File: config.mk
export PLATFORM = sky130hd
export DESIGN_NAME = psm_pin3_mux
export DESIGN_NICKNAME = d
export VERILOG_FILES = /design/src/psm_pkg.sv /design/src/psm_pin3_mux.sv /design/src/psm_source_select.sv
export SDC_FILE = /design/constraint.sdc
export NUM_CORES = 1
export LEC_CHECK = 0
export BUFFER_PORTS_ARGS = -buffer_cell sky130_fd_sc_hd__buf_2
export CELL_PAD_IN_SITES_DETAIL_PLACEMENT = 0
export CELL_PAD_IN_SITES_GLOBAL_PLACEMENT = 1
export CORE_ASPECT_RATIO = 0.9
export CORE_MARGIN = 5
export CORE_UTILIZATION = 29
export CTS_CLUSTER_DIAMETER = 40
export DETAILED_ROUTE_END_ITERATION = 12
export GPL_TIMING_DRIVEN = 0
export PLACE_DENSITY_LB_ADDON = 0.1
export RECOVER_POWER = 25
export SLEW_MARGIN = 20
export SYNTH_ARGS = -nofsm -noshare
export SYNTH_HDL_FRONTEND = slang
export SYNTH_SLANG_ARGS = --single-unit
File: constraint.sdc
create_clock -name sys_clk -period 1.7 [get_ports sys_clk]
set_input_delay 0.34 -clock sys_clk [delete_from_list [all_inputs] [get_ports sys_clk]]
set_output_delay 0.34 -clock sys_clk [all_outputs]
set_load 0.05 [all_outputs]
File: src/psm_pkg.sv
// Purpose: shared constants for the pin 3 output source multiplexer
// Assumes: classic Wishbone register access, 32-bit data, byte addresses
// Notes:   register indices are kept as printed; byte address is four times the index

// ============================================================
// package
// ============================================================
package psm_pkg;

    // ============================================================
    // bus and register map
    // ============================================================
    localparam int           PSM_ADR_W     = 8;
    localparam int           PSM_DAT_W     = 32;
    localparam logic [7:0]   PSM_CTRL_IDX  = 8'h13;              // pin3_output_control
    localparam logic [7:0]   PSM_CFG_IDX   = 8'h20;              // port enable and tx assignment
    localparam logic [7:0]   PSM_STAT_IDX  = 8'h21;              // live pin status
    localparam logic [7:0]   PSM_CTRL_ADR  = 8'(PSM_CTRL_IDX * 4);
    localparam logic [7:0]   PSM_CFG_ADR   = 8'(PSM_CFG_IDX * 4);
    localparam logic [7:0]   PSM_STAT_ADR  = 8'(PSM_STAT_IDX * 4);

    // ============================================================
    // field positions and reset values
    // ============================================================
    localparam int           PSM_SEL_MSB   = 7;
    localparam int           PSM_SEL_LSB   = 5;
    localparam int           PSM_SRC_MSB   = 4;
    localparam int           PSM_SRC_LSB   = 2;
    localparam int           PSM_VAL_BIT   = 1;
    localparam int           PSM_EN_BIT    = 0;
    localparam logic [7:0]   PSM_CTRL_RST  = 8'h00;
    localparam logic [11:0]  PSM_CFG_RST   = 12'h000;
    localparam int           PSM_RX_N      = 4;
    localparam int           PSM_TX_N      = 2;

    // ============================================================
    // source group codes
    // ============================================================
    localparam logic [2:0]   PSM_SRC_RX0   = 3'h0;
    localparam logic [2:0]   PSM_SRC_RX3   = 3'h3;
    localparam logic [2:0]   PSM_SRC_DEV   = 3'h4;
    localparam logic [2:0]   PSM_SRC_RSVD  = 3'h5;
    localparam logic [2:0]   PSM_SRC_TX0   = 3'h6;
    localparam logic [2:0]   PSM_SRC_TX1   = 3'h7;

    // ============================================================
    // signal select codes
    // ============================================================
    localparam logic [2:0]   PSM_SEL_0     = 3'h0;
    localparam logic [2:0]   PSM_SEL_1     = 3'h1;
    localparam logic [2:0]   PSM_SEL_2     = 3'h2;
    localparam logic [2:0]   PSM_SEL_3     = 3'h3;
    localparam logic [2:0]   PSM_SEL_4     = 3'h4;
    localparam logic [2:0]   PSM_SEL_5     = 3'h5;
    localparam logic [2:0]   PSM_SEL_6     = 3'h6;
    localparam logic [2:0]   PSM_SEL_7     = 3'h7;

endpackage : psm_pkg

File: src/psm_pin3_mux.sv
// Purpose: pin 3 output multiplexer with driver control behind a Wishbone slave
// Assumes: one clock sys_clk at 25 MHz, synchronous active-low reset_n
// Notes:   pin level and enable are registered, so the pin follows a change one cycle later
//
// The Wishbone register port was chosen for this implementation.

`timescale 1ns/1ps

// ============================================================
// top module
// ============================================================
module psm_pin3_mux
    import psm_pkg::*;
(
    input  wire logic                 sys_clk,
    input  wire logic                 reset_n,
    input  wire logic                 wb_cyc_i,
    input  wire logic                 wb_stb_i,
    input  wire logic                 wb_we_i,
    input  wire logic [PSM_ADR_W-1:0] wb_adr_i,
    input  wire logic [3:0]           wb_sel_i,
    input  wire logic [PSM_DAT_W-1:0] wb_dat_i,
    output logic      [PSM_DAT_W-1:0] wb_dat_o,
    output logic                      wb_ack_o,
    input  wire logic [15:0]          rx_remote_gpio,
    input  wire logic [3:0]           rx_lock,
    input  wire logic [3:0]           rx_pass,
    input  wire logic [3:0]           rx_frame_valid,
    input  wire logic [3:0]           rx_line_valid,
    input  wire logic                 frame_sync_pulse,
    input  wire logic [1:0]           tx_frame_valid,
    input  wire logic [1:0]           tx_line_valid,
    input  wire logic [1:0]           tx_synced,
    input  wire logic [1:0]           tx_irq,
    input  wire logic                 pin3_in,
    output logic                      pin3_out,
    output logic                      pin3_oe_n
);

    // ============================================================
    // declarations
    // ============================================================
    logic [7:0]           ctrl_r;
    logic [11:0]          cfg_r;
    logic                 ack_r;
    logic [PSM_DAT_W-1:0] dat_r;
    logic                 pin_out_r;
    logic                 pin_oe_n_r;
    logic                 sel_val;
    logic                 req;
    logic                 wr_commit;
    logic [2:0]           pin3_source_group;
    logic [2:0]           pin3_signal_select;
    logic                 pin3_software_level;
    logic                 pin3_driver_enable;
    logic [3:0]           rx_en;
    logic [3:0]           tx0_map;
    logic [3:0]           tx1_map;
    logic [PSM_DAT_W-1:0] rd_val;

    // true when the byte address equals the given register byte address
    function automatic logic adr_hit(input logic [PSM_ADR_W-1:0] adr, input logic [7:0] badr);
        return adr == badr;
    endfunction : adr_hit

    // ============================================================
    // field views
    // ============================================================
    assign pin3_signal_select  = ctrl_r[PSM_SEL_MSB:PSM_SEL_LSB];
    assign pin3_source_group   = ctrl_r[PSM_SRC_MSB:PSM_SRC_LSB];
    assign pin3_software_level = ctrl_r[PSM_VAL_BIT];
    assign pin3_driver_enable  = ctrl_r[PSM_EN_BIT];
    assign rx_en               = cfg_r[3:0];
    assign tx0_map             = cfg_r[7:4];
    assign tx1_map             = cfg_r[11:8];

    // ============================================================
    // wishbone slave
    // ============================================================
    // a request is live while cycle and strobe stand; commit on the ack edge
    assign req       = wb_cyc_i & wb_stb_i;
    assign wr_commit = req & wb_we_i & ack_r;

    // ack one cycle after the request, dropped the cycle after
    always_ff @(posedge sys_clk) begin
        if (!reset_n) begin
            ack_r <= 1'b0;
        end else begin
            ack_r <= req & ~ack_r;
        end
    end

    // read mux, unmapped addresses read zero
    always_comb begin
        rd_val = '0;
        if (adr_hit(wb_adr_i, PSM_CTRL_ADR)) begin
            rd_val[7:0] = ctrl_r;
        end else if (adr_hit(wb_adr_i, PSM_CFG_ADR)) begin
            rd_val[11:0] = cfg_r;
        end else if (adr_hit(wb_adr_i, PSM_STAT_ADR)) begin
            rd_val[3:0] = {pin3_in, ~pin_oe_n_r, pin_out_r, sel_val};
        end
    end

    // read data captured at the edge that raises ack
    always_ff @(posedge sys_clk) begin
        if (!reset_n) begin
            dat_r <= '0;
        end else if (req & ~ack_r) begin
            dat_r <= rd_val;
        end
    end

    // ============================================================
    // registers
    // ============================================================
    // pin control, byte lane 0
    always_ff @(posedge sys_clk) begin
        if (!reset_n) begin
            ctrl_r <= PSM_CTRL_RST;
        end else if (wr_commit && wb_sel_i[0] && adr_hit(wb_adr_i, PSM_CTRL_ADR)) begin
            ctrl_r <= wb_dat_i[7:0];
        end
    end

    // port enable and transmit assignment, byte lanes 0 and 1
    always_ff @(posedge sys_clk) begin
        if (!reset_n) begin
            cfg_r <= PSM_CFG_RST;
        end else if (wr_commit && adr_hit(wb_adr_i, PSM_CFG_ADR)) begin
            if (wb_sel_i[0]) begin
                cfg_r[7:0] <= wb_dat_i[7:0];
            end
            if (wb_sel_i[1]) begin
                cfg_r[11:8] <= wb_dat_i[11:8];
            end
        end
    end

    // ============================================================
    // source selection and pin driver
    // ============================================================
    psm_source_select u_select (
        .src              (pin3_source_group),
        .sel              (pin3_signal_select),
        .level            (pin3_software_level),
        .rx_en            (rx_en),
        .tx0_map          (tx0_map),
        .tx1_map          (tx1_map),
        .rx_remote_gpio   (rx_remote_gpio),
        .rx_lock          (rx_lock),
        .rx_pass          (rx_pass),
        .rx_frame_valid   (rx_frame_valid),
        .rx_line_valid    (rx_line_valid),
        .frame_sync_pulse (frame_sync_pulse),
        .tx_frame_valid   (tx_frame_valid),
        .tx_line_valid    (tx_line_valid),
        .tx_synced        (tx_synced),
        .tx_irq           (tx_irq),
        .sel_val          (sel_val)
    );

    // registered pin level and active-low enable
    always_ff @(posedge sys_clk) begin
        if (!reset_n) begin
            pin_out_r  <= 1'b0;
            pin_oe_n_r <= 1'b1;
        end else begin
            pin_out_r  <= sel_val;
            pin_oe_n_r <= ~pin3_driver_enable;
        end
    end

    assign pin3_out  = pin_out_r;
    assign pin3_oe_n = pin_oe_n_r;
    assign wb_ack_o  = ack_r;
    assign wb_dat_o  = dat_r;

    // ============================================================
    // checks
    // ============================================================
    // reference values built straight from the inputs
    logic       h_rx_remote;
    logic       h_rx_lock;
    logic       h_rx_pass;
    logic       h_rx_fv;
    logic       h_or_lock;
    logic       h_and_lock;
    logic       h_and_pass;
    logic [3:0] h_tx_mask;
    logic       h_tx_and;
    logic       h_tx_fv;
    logic       h_tx_irq;
    logic       h_rx_src;
    logic       h_tx_src;

    assign h_rx_src    = pin3_source_group <= PSM_SRC_RX3;
    assign h_tx_src    = pin3_source_group >= PSM_SRC_TX0;
    assign h_rx_remote = rx_remote_gpio[{pin3_source_group[1:0], pin3_signal_select[1:0]}];
    assign h_rx_lock   = rx_lock[pin3_source_group[1:0]];
    assign h_rx_pass   = rx_pass[pin3_source_group[1:0]];
    assign h_rx_fv     = rx_frame_valid[pin3_source_group[1:0]];
    assign h_or_lock   = |(rx_lock & rx_en);
    assign h_and_lock  = (rx_en != 4'h0) && ((rx_lock & rx_en) == rx_en);
    assign h_and_pass  = (rx_en != 4'h0) && ((rx_pass & rx_en) == rx_en);
    assign h_tx_mask   = pin3_source_group[0] ? tx1_map : tx0_map;
    assign h_tx_and    = (h_tx_mask != 4'h0) && ((rx_pass & h_tx_mask) == h_tx_mask);
    assign h_tx_fv     = tx_frame_valid[pin3_source_group[0]];
    assign h_tx_irq    = tx_irq[pin3_source_group[0]];
endmodule : psm_pin3_mux

File: src/psm_source_select.sv
// Purpose: combinational pick of the pin 3 output level from source group and select
// Assumes: all status inputs synchronous to sys_clk
// Notes:   reserved codes drive a low level; empty port masks give a low result

`timescale 1ns/1ps

// ============================================================
// source selector
// ============================================================
module psm_source_select
    import psm_pkg::*;
(
    input  wire logic [2:0]  src,
    input  wire logic [2:0]  sel,
    input  wire logic        level,
    input  wire logic [3:0]  rx_en,
    input  wire logic [3:0]  tx0_map,
    input  wire logic [3:0]  tx1_map,
    input  wire logic [15:0] rx_remote_gpio,
    input  wire logic [3:0]  rx_lock,
    input  wire logic [3:0]  rx_pass,
    input  wire logic [3:0]  rx_frame_valid,
    input  wire logic [3:0]  rx_line_valid,
    input  wire logic        frame_sync_pulse,
    input  wire logic [1:0]  tx_frame_valid,
    input  wire logic [1:0]  tx_line_valid,
    input  wire logic [1:0]  tx_synced,
    input  wire logic [1:0]  tx_irq,
    output logic             sel_val
);

    // and over the masked ports, low when the mask is empty
    function automatic logic masked_and(input logic [3:0] v, input logic [3:0] m);
        return (|m) & (&(v | ~m));
    endfunction : masked_and

    // or over the masked ports
    function automatic logic masked_or(input logic [3:0] v, input logic [3:0] m);
        return |(v & m);
    endfunction : masked_or

    logic [1:0] rx_idx;
    logic       tx_idx;
    logic [3:0] tx_map;

    // port index and assignment mask taken from the source code
    assign rx_idx = src[1:0];
    assign tx_idx = src[0];
    assign tx_map = tx_idx ? tx1_map : tx0_map;

    // output level per group and select
    always_comb begin
        sel_val = 1'b0;
        if (!src[2]) begin
            unique case (sel)
                PSM_SEL_0, PSM_SEL_1, PSM_SEL_2, PSM_SEL_3: begin
                    sel_val = rx_remote_gpio[{rx_idx, sel[1:0]}];
                end
                PSM_SEL_4: sel_val = rx_lock[rx_idx];
                PSM_SEL_5: sel_val = rx_pass[rx_idx];
                PSM_SEL_6: sel_val = rx_frame_valid[rx_idx];
                PSM_SEL_7: sel_val = rx_line_valid[rx_idx];
            endcase
        end else if (src == PSM_SRC_DEV) begin
            unique case (sel)
                PSM_SEL_0: sel_val = level;
                PSM_SEL_1: sel_val = masked_or(rx_lock, rx_en);
                PSM_SEL_2: sel_val = masked_and(rx_lock, rx_en);
                PSM_SEL_3: sel_val = masked_and(rx_pass, rx_en);
                PSM_SEL_4: sel_val = frame_sync_pulse;
                PSM_SEL_5, PSM_SEL_6, PSM_SEL_7: sel_val = 1'b0;
            endcase
        end else if (src == PSM_SRC_TX0 || src == PSM_SRC_TX1) begin
            unique case (sel)
                PSM_SEL_0: sel_val = masked_and(rx_pass, tx_map);
                PSM_SEL_1: sel_val = masked_or(rx_pass, tx_map);
                PSM_SEL_2: sel_val = tx_frame_valid[tx_idx];
                PSM_SEL_3: sel_val = tx_line_valid[tx_idx];
                PSM_SEL_4: sel_val = tx_synced[tx_idx];
                PSM_SEL_5: sel_val = tx_irq[tx_idx];
                PSM_SEL_6, PSM_SEL_7: sel_val = 1'b0;
            endcase
        end else begin
            sel_val = 1'b0;
        end
    end

endmodule : psm_source_select

==> results of run 1 <==
[synth_stat cells, types with 2 or more instances]
library cell	instances	area (um2)
nor3b_1	6	45.0
a222oi_1	4	40.0
a21boi_0	5	37.5
a221oi_1	5	43.8
clkbuf_1	8	30.0
mux4_2	8	180
and3_1	3	18.8
buf_2	5	25.0
a22oi_1	4	30.0
nand3_1	7	35.0
mux2_2	4	45.0
buf_4	20	150
buf_6	2	22.5
or4_1	2	15.0
and2_1	2	12.5
mux2i_1	25	250
nand2_1	12	45.0
nand4_1	2	12.5
nand2b_1	8	50.1
nand3b_1	4	30.0
inv_1	7	26.3
nand4b_1	2	17.5
o211a_1	3	30.0
o2111ai_1	2	17.5
mux2_1	2	22.5
dfxtp_1	35	701
nor2_1	11	41.3
nor2b_1	21	131
a211oi_1	2	15.0
[layer usage]
| metal | vias to the layer above | global-route usage [%] | wire length, um |
|---|---|---|---|
| met5 | - | 0 | 0 |
| met4 | 0 | 3.28 | 103 |
| met3 | 10 | 3.85 | 452 |
| met2 | 76 | 22.8 | 3230 |
| met1 | 979 | 18.7 | 3380 |
| li1 | 1060 | - | - |
[worst max-delay path by stage]
| stage | slack [ns] | end | cells after the start |
|---|---|---|---|
| 2_1_floorplan | 0.01 | ctrl_r[2]$_SDFFE_PN0P_ | 7 |
| 3_3_place_gp | -0.45 | wb_dat_o[0]$_SDFFE_PN0P_ | 7 |
| 3_5_place_dp | -0.45 | wb_dat_o[0]$_SDFFE_PN0P_ | 7 |
| 4_1_cts | -0.20 | wb_dat_o[0]$_SDFFE_PN0P_ | 6 |
| 5_1_grt | -0.33 | wb_dat_o[0]$_SDFFE_PN0P_ | 6 |
| 6_report | -0.20 | wb_dat_o[0]$_SDFFE_PN0P_ | 7 |
[final cells by class]
type	count	area, um2
multi-input cells	179	1450
inverters	7	26.3
flip-flops and latches	35	704
repair buffers	86	442
well taps	96	120
plain buffers	36	258
fillers	818	4500
clock inverters	3	46.3
clock buffers	5	68.8
[flip-flops by register name (all words and copies together) (netlist names)]
register / count
ctrl_r: 8
pin3_oe_n: 1
pin3_out: 1
cfg_r: 12
wb_dat_o: 12
wb_ack_o: 1
[cell families after synthesis]
family          after synthesis
mux                          40
simple gates                 86
buf+inv                      43
compound gates               33
other cells                   1
flops                        35
[critical path: stages (launching register included)]
cell and delay, ns:
dfxtp_4 0.38, clkbuf_16 0.16, mux4_2 0.51, mux2i_1 0.14
nand3b_1 0.09, nand4_1 0.15, o31ai_2 0.11, a32o_1 0.27
[power groups by stage]
stage	Clock [mW]	Combinational, mW	Sequential (mW)
finish	0.790	0.390	0.838
global route	0.846	0.417	0.841
CTS	0.804	0.384	0.840
detailed placement	0	0.382	0.859
global placement	0	0.381	0.859
floorplan	0	0.209	0.906
[stage by stage]
step | hold slack [ns] | util (%)
2_1_floorplan | 0.370 | -
3_3_place_gp | 0.385 | 37.9
3_5_place_dp | 0.392 | 37.9
4_1_cts | 0.296 | 39.9
5_1_grt | 0.314 | 40.9
6_report | 0.298 | 40.9
[timing repair]
action / in CTS / in global routing
resized for setup: 8 / 16
pin swaps: 1 / 8
setup endpoints to repair: 20 / 26
setup buffers: 1 / 1
cloned: 0 / 1
==> run summary, run 1 <==
The flow ran to the end, but the final reports show violations. The checks that failed: setup timing. The final layout net count is 441. VDD sags by at most 0.341 mV.

The mean number of vias per cell is 4.75. The floorplan step defined a core boundary enclosing 0.00762 mm2. The switching part of the total power came out at 29.7%. The clock sink count is 35. In this run the tightest slew margin relative to its limit is 56.7%.

The cell-internal power is 1.42 mW. The multiplexer area fraction after synthesis is 22.5%. The static leakage power is 1.29 nW. The number of search-and-repair iterations in the first detailed-routing pass came out at 4.

The initial core utilization came out at 30.0%. Setup violations remaining at the end of the flow were counted as 2. The pre-CTS worst setup slack came out at -0.452 ns. The die is 104 um wide. The insertion delay of the later-clocked pin in the worst-skew pair is 0.29 ns. STA puts the critical path data required time at 1.89 ns. After floorplanning, the core was divided into 30 placement rows. After synthesis, the share of flip-flops with an asynchronous set or reset is 0%. The worst register-to-register path begins at ctrl_r[2]$_SDFFE_PN0P_. The number of enable flip-flop cells after synthesis came out at 0.

Along the worst path, the maximum fanout reaches 5. The post-synthesis cell type count came out at 46. The I/O pin count came out at 126. The congestion estimate from routability-driven global placement came to 0.831. The total number of yosys warnings is 0.

The startpoint of the lowest-slack hold path is wb_dat_i[8]. Relative to the synthesized area, the layout overhead comes to 36.5%. By area, the combinational part of the netlist is dominated by simple AND/OR/NAND/NOR gates. The number of nets with antenna violations after detailed routing came out at 0.

The tightest min-delay check is of the input pin to flop type. The total vias in the final route is 2125. The number of maximum-capacitance constraint violations came out at 0. The startpoint class of the critical path is a flop.

TritonCTS built the clock tree. The share of the clock period used by the worst path after layout is 112%. The initial antenna violation count is 0. The cell area power density is 648 mW/mm2. The post-synthesis average cell area came out at 9.59 um2. The number of stages on the worst hold path is 3.

The number of buffers between clock root and the deepest sink is 2. The cell count after synthesis came out at 238. The repair_antennas step left the layout with diodes totalling 0. The post-route netlist has 39.3% of its cells at a drive strength greater than 1. The end point of the worst hold path is cfg_r[8]$_SDFFE_PN0P_.

After detailed placement, the total cell area comes to 0.00289 mm2. After detailed routing, the total wire length is 7170 um. Clock skew on the completed layout was measured at 0.0115 ns. The count of hold buffers inserted by post-cts repair came out at 0.

The fraction of power consumed by sequential logic came out at 41.5%. Measured along the y axis, the die boundary spans 94.2 um. The clock network fraction of design power is 39.1%. The post-synthesis cell area came out at 0.00228 mm2. STA classifies the critical path endpoint as a flop. The compound-gate portion of the synthesized area is 12.4%. For this run, the leading register cell type out of synthesis is dfxtp_1.

The first global-routing pass estimated 11100 um of wire. The design draws 2.02 mW. The count of unresolved DRC violations after routing is 0.

Tracing the worst setup path back leads to its startpoint at ctrl_r[2]$_SDFFE_PN0P_. The actual transition at the worst max-transition pin came out at 0.653 ns. In this run, synthesis produced a sequential element count of 35. The post-synthesis sequential area ratio came out at 30.7%.

The arrival time of data at the critical path endpoint came out at 2.09 ns. The via count of the first global-routing pass came out at 2159. The aggregate global-route resource usage is 14.1%. Setup repair after global routing could not meet its margin everywhere. Dividing the detail-routed wire length by the instance count gives 16.0 um. The post-route cell area is 0.00312 mm2. The post-synthesis share of cell area spent on full adders, half adders and majority gates came out at 0%. Once detailed placement completed, the half-perimeter wirelength came to 5500 um. The finished layout holds 447 standard cells, fillers aside. In this run, the combinational gates consume 19.3% of the power. The number of buffers created by CTS is 5. The die covers 0.00975 mm2. The worst register-to-register path ends at wb_dat_o[0]$_SDFFE_PN0P_.

The number of hold violations in the final report was 0. The shortest clock period the worst path allows after layout came out at 1.90 ns. The final number of max-transition violations is 0. The area share of xor/xnor cells in the synthesized design came out at 0%. After clock tree synthesis, the clock-pin slew on the worst setup and hold paths is 0.09 ns. The post-route setup TNS is -0.368 ns. The basic-gate share of the synthesized area counting and, or, nand and nor cells came out at 22.9%. Once routing completed, OpenROAD measured the worst setup slack at -0.203 ns. The highest attainable clock frequency came out at 525 MHz. The H-tree was split into 2 levels. The cell depth of the worst flop-to-flop path came out at 7. The reported net switching power came out at 600 uW. In the layout the commonest cells are buf_2, dfxtp_1, mux2i_1. The number of placed cells counting well taps is 436. The initial detailed-routing violation count is 85. The count of input and output buffers is 83.

The commonest non-fill, non-tap cell in the layout is buf_2. The total global routing overflow came out at 0. The critical path is of the flop to flop type. The tree is rooted in a clkbuf_8.

The register-to-register path setup slack came out at -0.20 ns. The maximum number of pins on one net before global-route repair came out at 14.
Power figures use the tool's default switching activity.
==> run 2, diff against run 1 <==
--- a/config.mk
+++ b/config.mk
@@ -20,3 +20,4 @@
 export SYNTH_ARGS = -nofsm -noshare
 export SYNTH_HDL_FRONTEND = slang
 export SYNTH_SLANG_ARGS = --single-unit
+export TNS_END_PERCENT = 5
==> run 2 against run 1 <==
Effect of this change:
- the flow still finishes with violations (setup timing)
- sequential cell count unchanged
- clock power about the same
- count of clock-buffer cells in the layout stayed put
- critical endpoint unchanged
- highest routed layer unchanged
- core utilization is 0.46 points lower
- hold slack got worse by 0.00062 ns
- critical path depth unchanged
- combinational power shrank 1%
- global-route usage about the same
- largest power group unchanged
- power is 0.20% lower
==> run summary, run 2 (synthesized netlist as in run 1, its figures left out) <==
The flow ran to the end, but the final reports show violations. The checks that failed: setup timing. The number of nets with antenna violations after detailed routing is 0 (unchanged). The worst supply voltage drop on vdd was 0.339 mV (-0.37%). The die extent in y came to 94.2 um (unchanged).

The total vias in the final route is 2130 (+0.24%). The maximum number of pins on one net before global-route repair was 14 (unchanged). The worst clock skew came out at 0.0108 ns (-0.000757 ns). The overall routed net length came out at 7080 um (-1.2%). The fraction of power consumed by sequential logic is 41.6% (about the same). The number of standard-cell rows in the floorplan is 30 (unchanged). The via count of the first global-routing pass came to 2166 (+0.32%). TritonCTS built the clock tree. The static leakage power is 1.30 nW (+1.3%). The cell depth of the worst flop-to-flop path is 7 (unchanged). The final worst slack came out at -0.196 ns (+0.00700 ns).

The core area is 0.00762 mm2 (unchanged). The placed wire-length estimate was 5500 um (unchanged). The reported net switching power was 593 uW (-1.2%).

The path class of the tightest hold or removal check is input pin to flop. The insertion delay of the later-clocked pin in the worst-skew pair came out at 0.29 ns (about the same). The aggregate global-route resource usage came to 14.2% (+0.029 points).

The count of unresolved DRC violations after routing came out at 0 (unchanged). The smallest hold slack came out at 0.297 ns (-0.000618 ns). The cell area power density came out at 654 mW/mm2 (+0.94%). The clock network fraction of design power came out at 39.2% (about the same).

The growth of design area from synthesis to finish came out at 35.0%. The worst register-to-register path ends at wb_dat_o[0]$_SDFFE_PN0P_. In this run the critical register-to-register path is launched from ctrl_r[2]$_SDFFE_PN0P_.

The floorplan die width came out at 104 um (unchanged). The setup path with the least slack is of type flop to flop. The mean number of vias per cell came out at 4.79 (+0.69%). The count of input and output buffers is 83 (unchanged). The number of buffers created by CTS is 5 (unchanged). The actual transition at the worst max-transition pin came out at 0.905 ns (+0.252 ns). The number of search-and-repair iterations in the first detailed-routing pass was 6 (+2). The pre-CTS worst setup slack came out at -0.452 ns (unchanged). The worst relative slew slack was 38.8% (-18 points).

The total global routing overflow is 0 (unchanged). The antenna cell count is 0 (unchanged). The data required time at the worst endpoint came out at 1.89 ns (about the same).

The initial antenna violation count was 0 (unchanged). The global-route wire length before repair is 11100 um (+0.37%). The worst setup path is launched from a flop. The highest attainable clock frequency came out at 527 MHz (+0.37%). The number of stages on the worst hold path is 3 (unchanged). The register-to-register path setup slack came to -0.20 ns (about the same). The switching part of the total power came out at 29.4% (-0.29 points). The number of hold violations in the final report was 0 (unchanged). The cell chosen for the clock root is clkbuf_8. The final layout net count is 439 (-0.45%). The cell-internal power came to 1.42 mW (+0.22%).

In this run the most critical hold path is launched from wb_dat_i[8]. The number of failing setup endpoints in the final timing report is 10 (+8). The clock sink count is 35 (unchanged).

The count of H-tree levels built during CTS came out at 2 (unchanged). The share of the clock period used by the worst path after layout came to 112% (-0.41 points). The initial detailed-routing violation count is 63 (-26%). The number of maximum-capacitance constraint violations is 0 (unchanged).

The I/O pin count is 126 (unchanged). The top cell types in the final layout, fill and taps aside, are buf_2, dfxtp_1, mux2i_1. Leaving out fill and tap cells, the most frequent cell in the layout is buf_2.

The floorplan die area came to 0.00975 mm2 (unchanged). The final core utilization came out at 40.4% (-0.46 points). The routability congestion estimate came out at 0.831 (unchanged). The number of buffers between clock root and the deepest sink was 2 (unchanged). The arrival time of data at the critical path endpoint came out at 2.09 ns (about the same). The clock transition at the registers of the reported paths was 0.09 ns (about the same).

Setup repair after global routing could not meet its margin everywhere. The shortest clock period the worst path allows after layout is 1.90 ns (-0.00700 ns). The critical-path maximum fanout came out at 5 (unchanged). The routed wire length per instance is 15.9 um (-0.71%). The logic gate share of total power is 19.2% (about the same).

The initial core utilization came out at 30.0% (unchanged). The post-CTS setup buffer count came out at 0 (-1). The post-route total power was 2.01 mW (-0.20%). STA classifies the critical path endpoint as a flop.

The ratio of cells with drive above 1 in the final layout came out at 40.1% (+0.80 points). The final number of max-transition violations is 0 (unchanged). The worst hold path terminates at cfg_r[8]$_SDFFE_PN0P_.
## run 2: power by group through the flow
| stage | logic, mW | registers (mW) | clock network (mW) |
|---|---|---|---|
| 6_report | 0.386 | 0.838 | 0.790 |
| 5_1_grt | 0.414 | 0.840 | 0.846 |
| 4_1_cts | 0.388 | 0.840 | 0.804 |
| 3_5_place_dp | 0.382 | 0.859 | 0 |
| 3_3_place_gp | 0.381 | 0.859 | 0 |
| 2_1_floorplan | 0.209 | 0.906 | 0 |
## run 2: cell type report
cell class                 count  area [um2]
sequential                    35         704
fill                         826        4540
timing repair buffer          84         448
buffer                        36         251
multi-input combinational    179        1420
clock inverter                 3        46.3
tap                           96         120
inverter                       7        26.3
clock buffer                   5        68.8
## run 2: worst max-delay path, stage by stage, from the launching register on
cell and delay (ns):
dfxtp_4 0.38, clkbuf_16 0.16, mux4_2 0.51, mux2i_1 0.14, nand3b_1 0.09, nand4_1 0.15, o31ai_2 0.11, a32o_1 0.26
## run 2: worst max-delay path by stage
stage	from	to	slack [ns]	depth (start not counted)
after CTS	ctrl_r[2]$_SDFFE_PN0P_	wb_dat_o[0]$_SDFFE_PN0P_	-0.20	6
after global routing	ctrl_r[2]$_SDFFE_PN0P_	wb_dat_o[0]$_SDFFE_PN0P_	-0.33	6
after floorplan	wb_adr_i[5]	ctrl_r[2]$_SDFFE_PN0P_	0.01	7
after global placement	ctrl_r[3]$_SDFFE_PN0P_	wb_dat_o[0]$_SDFFE_PN0P_	-0.45	7
final	ctrl_r[2]$_SDFFE_PN0P_	wb_dat_o[0]$_SDFFE_PN0P_	-0.20	7
after detailed placement	ctrl_r[3]$_SDFFE_PN0P_	wb_dat_o[0]$_SDFFE_PN0P_	-0.45	7
## run 2: timing repair
| item | CTS | global route |
|---|---|---|
| hold buffers | 0 | 0 |
| gates resized for setup | 12 | 5 |
| pin swaps | 2 | 5 |
| endpoints found under the setup margin | 20 | 30 |
| cloned | 0 | 1 |
## run 2: per-layer routing
metal  up-vias  wire length, um  GRT usage (%)
li1       1056                -              -
met2        78             3240           23.1
met1       990             3320           18.6
met5         -                0              0
met3         6              465           3.85
met4         0               55           3.28
## run 2: through the flow
step	cell area (um2)	instances	TNS, ns
after floorplan	2350	257	0
after global placement	2890	436	-9.74
after detailed placement	2890	436	-10.44
after CTS	3050	444	-0.461
after global routing	3080	445	-3.37
final	3080	445	-0.607
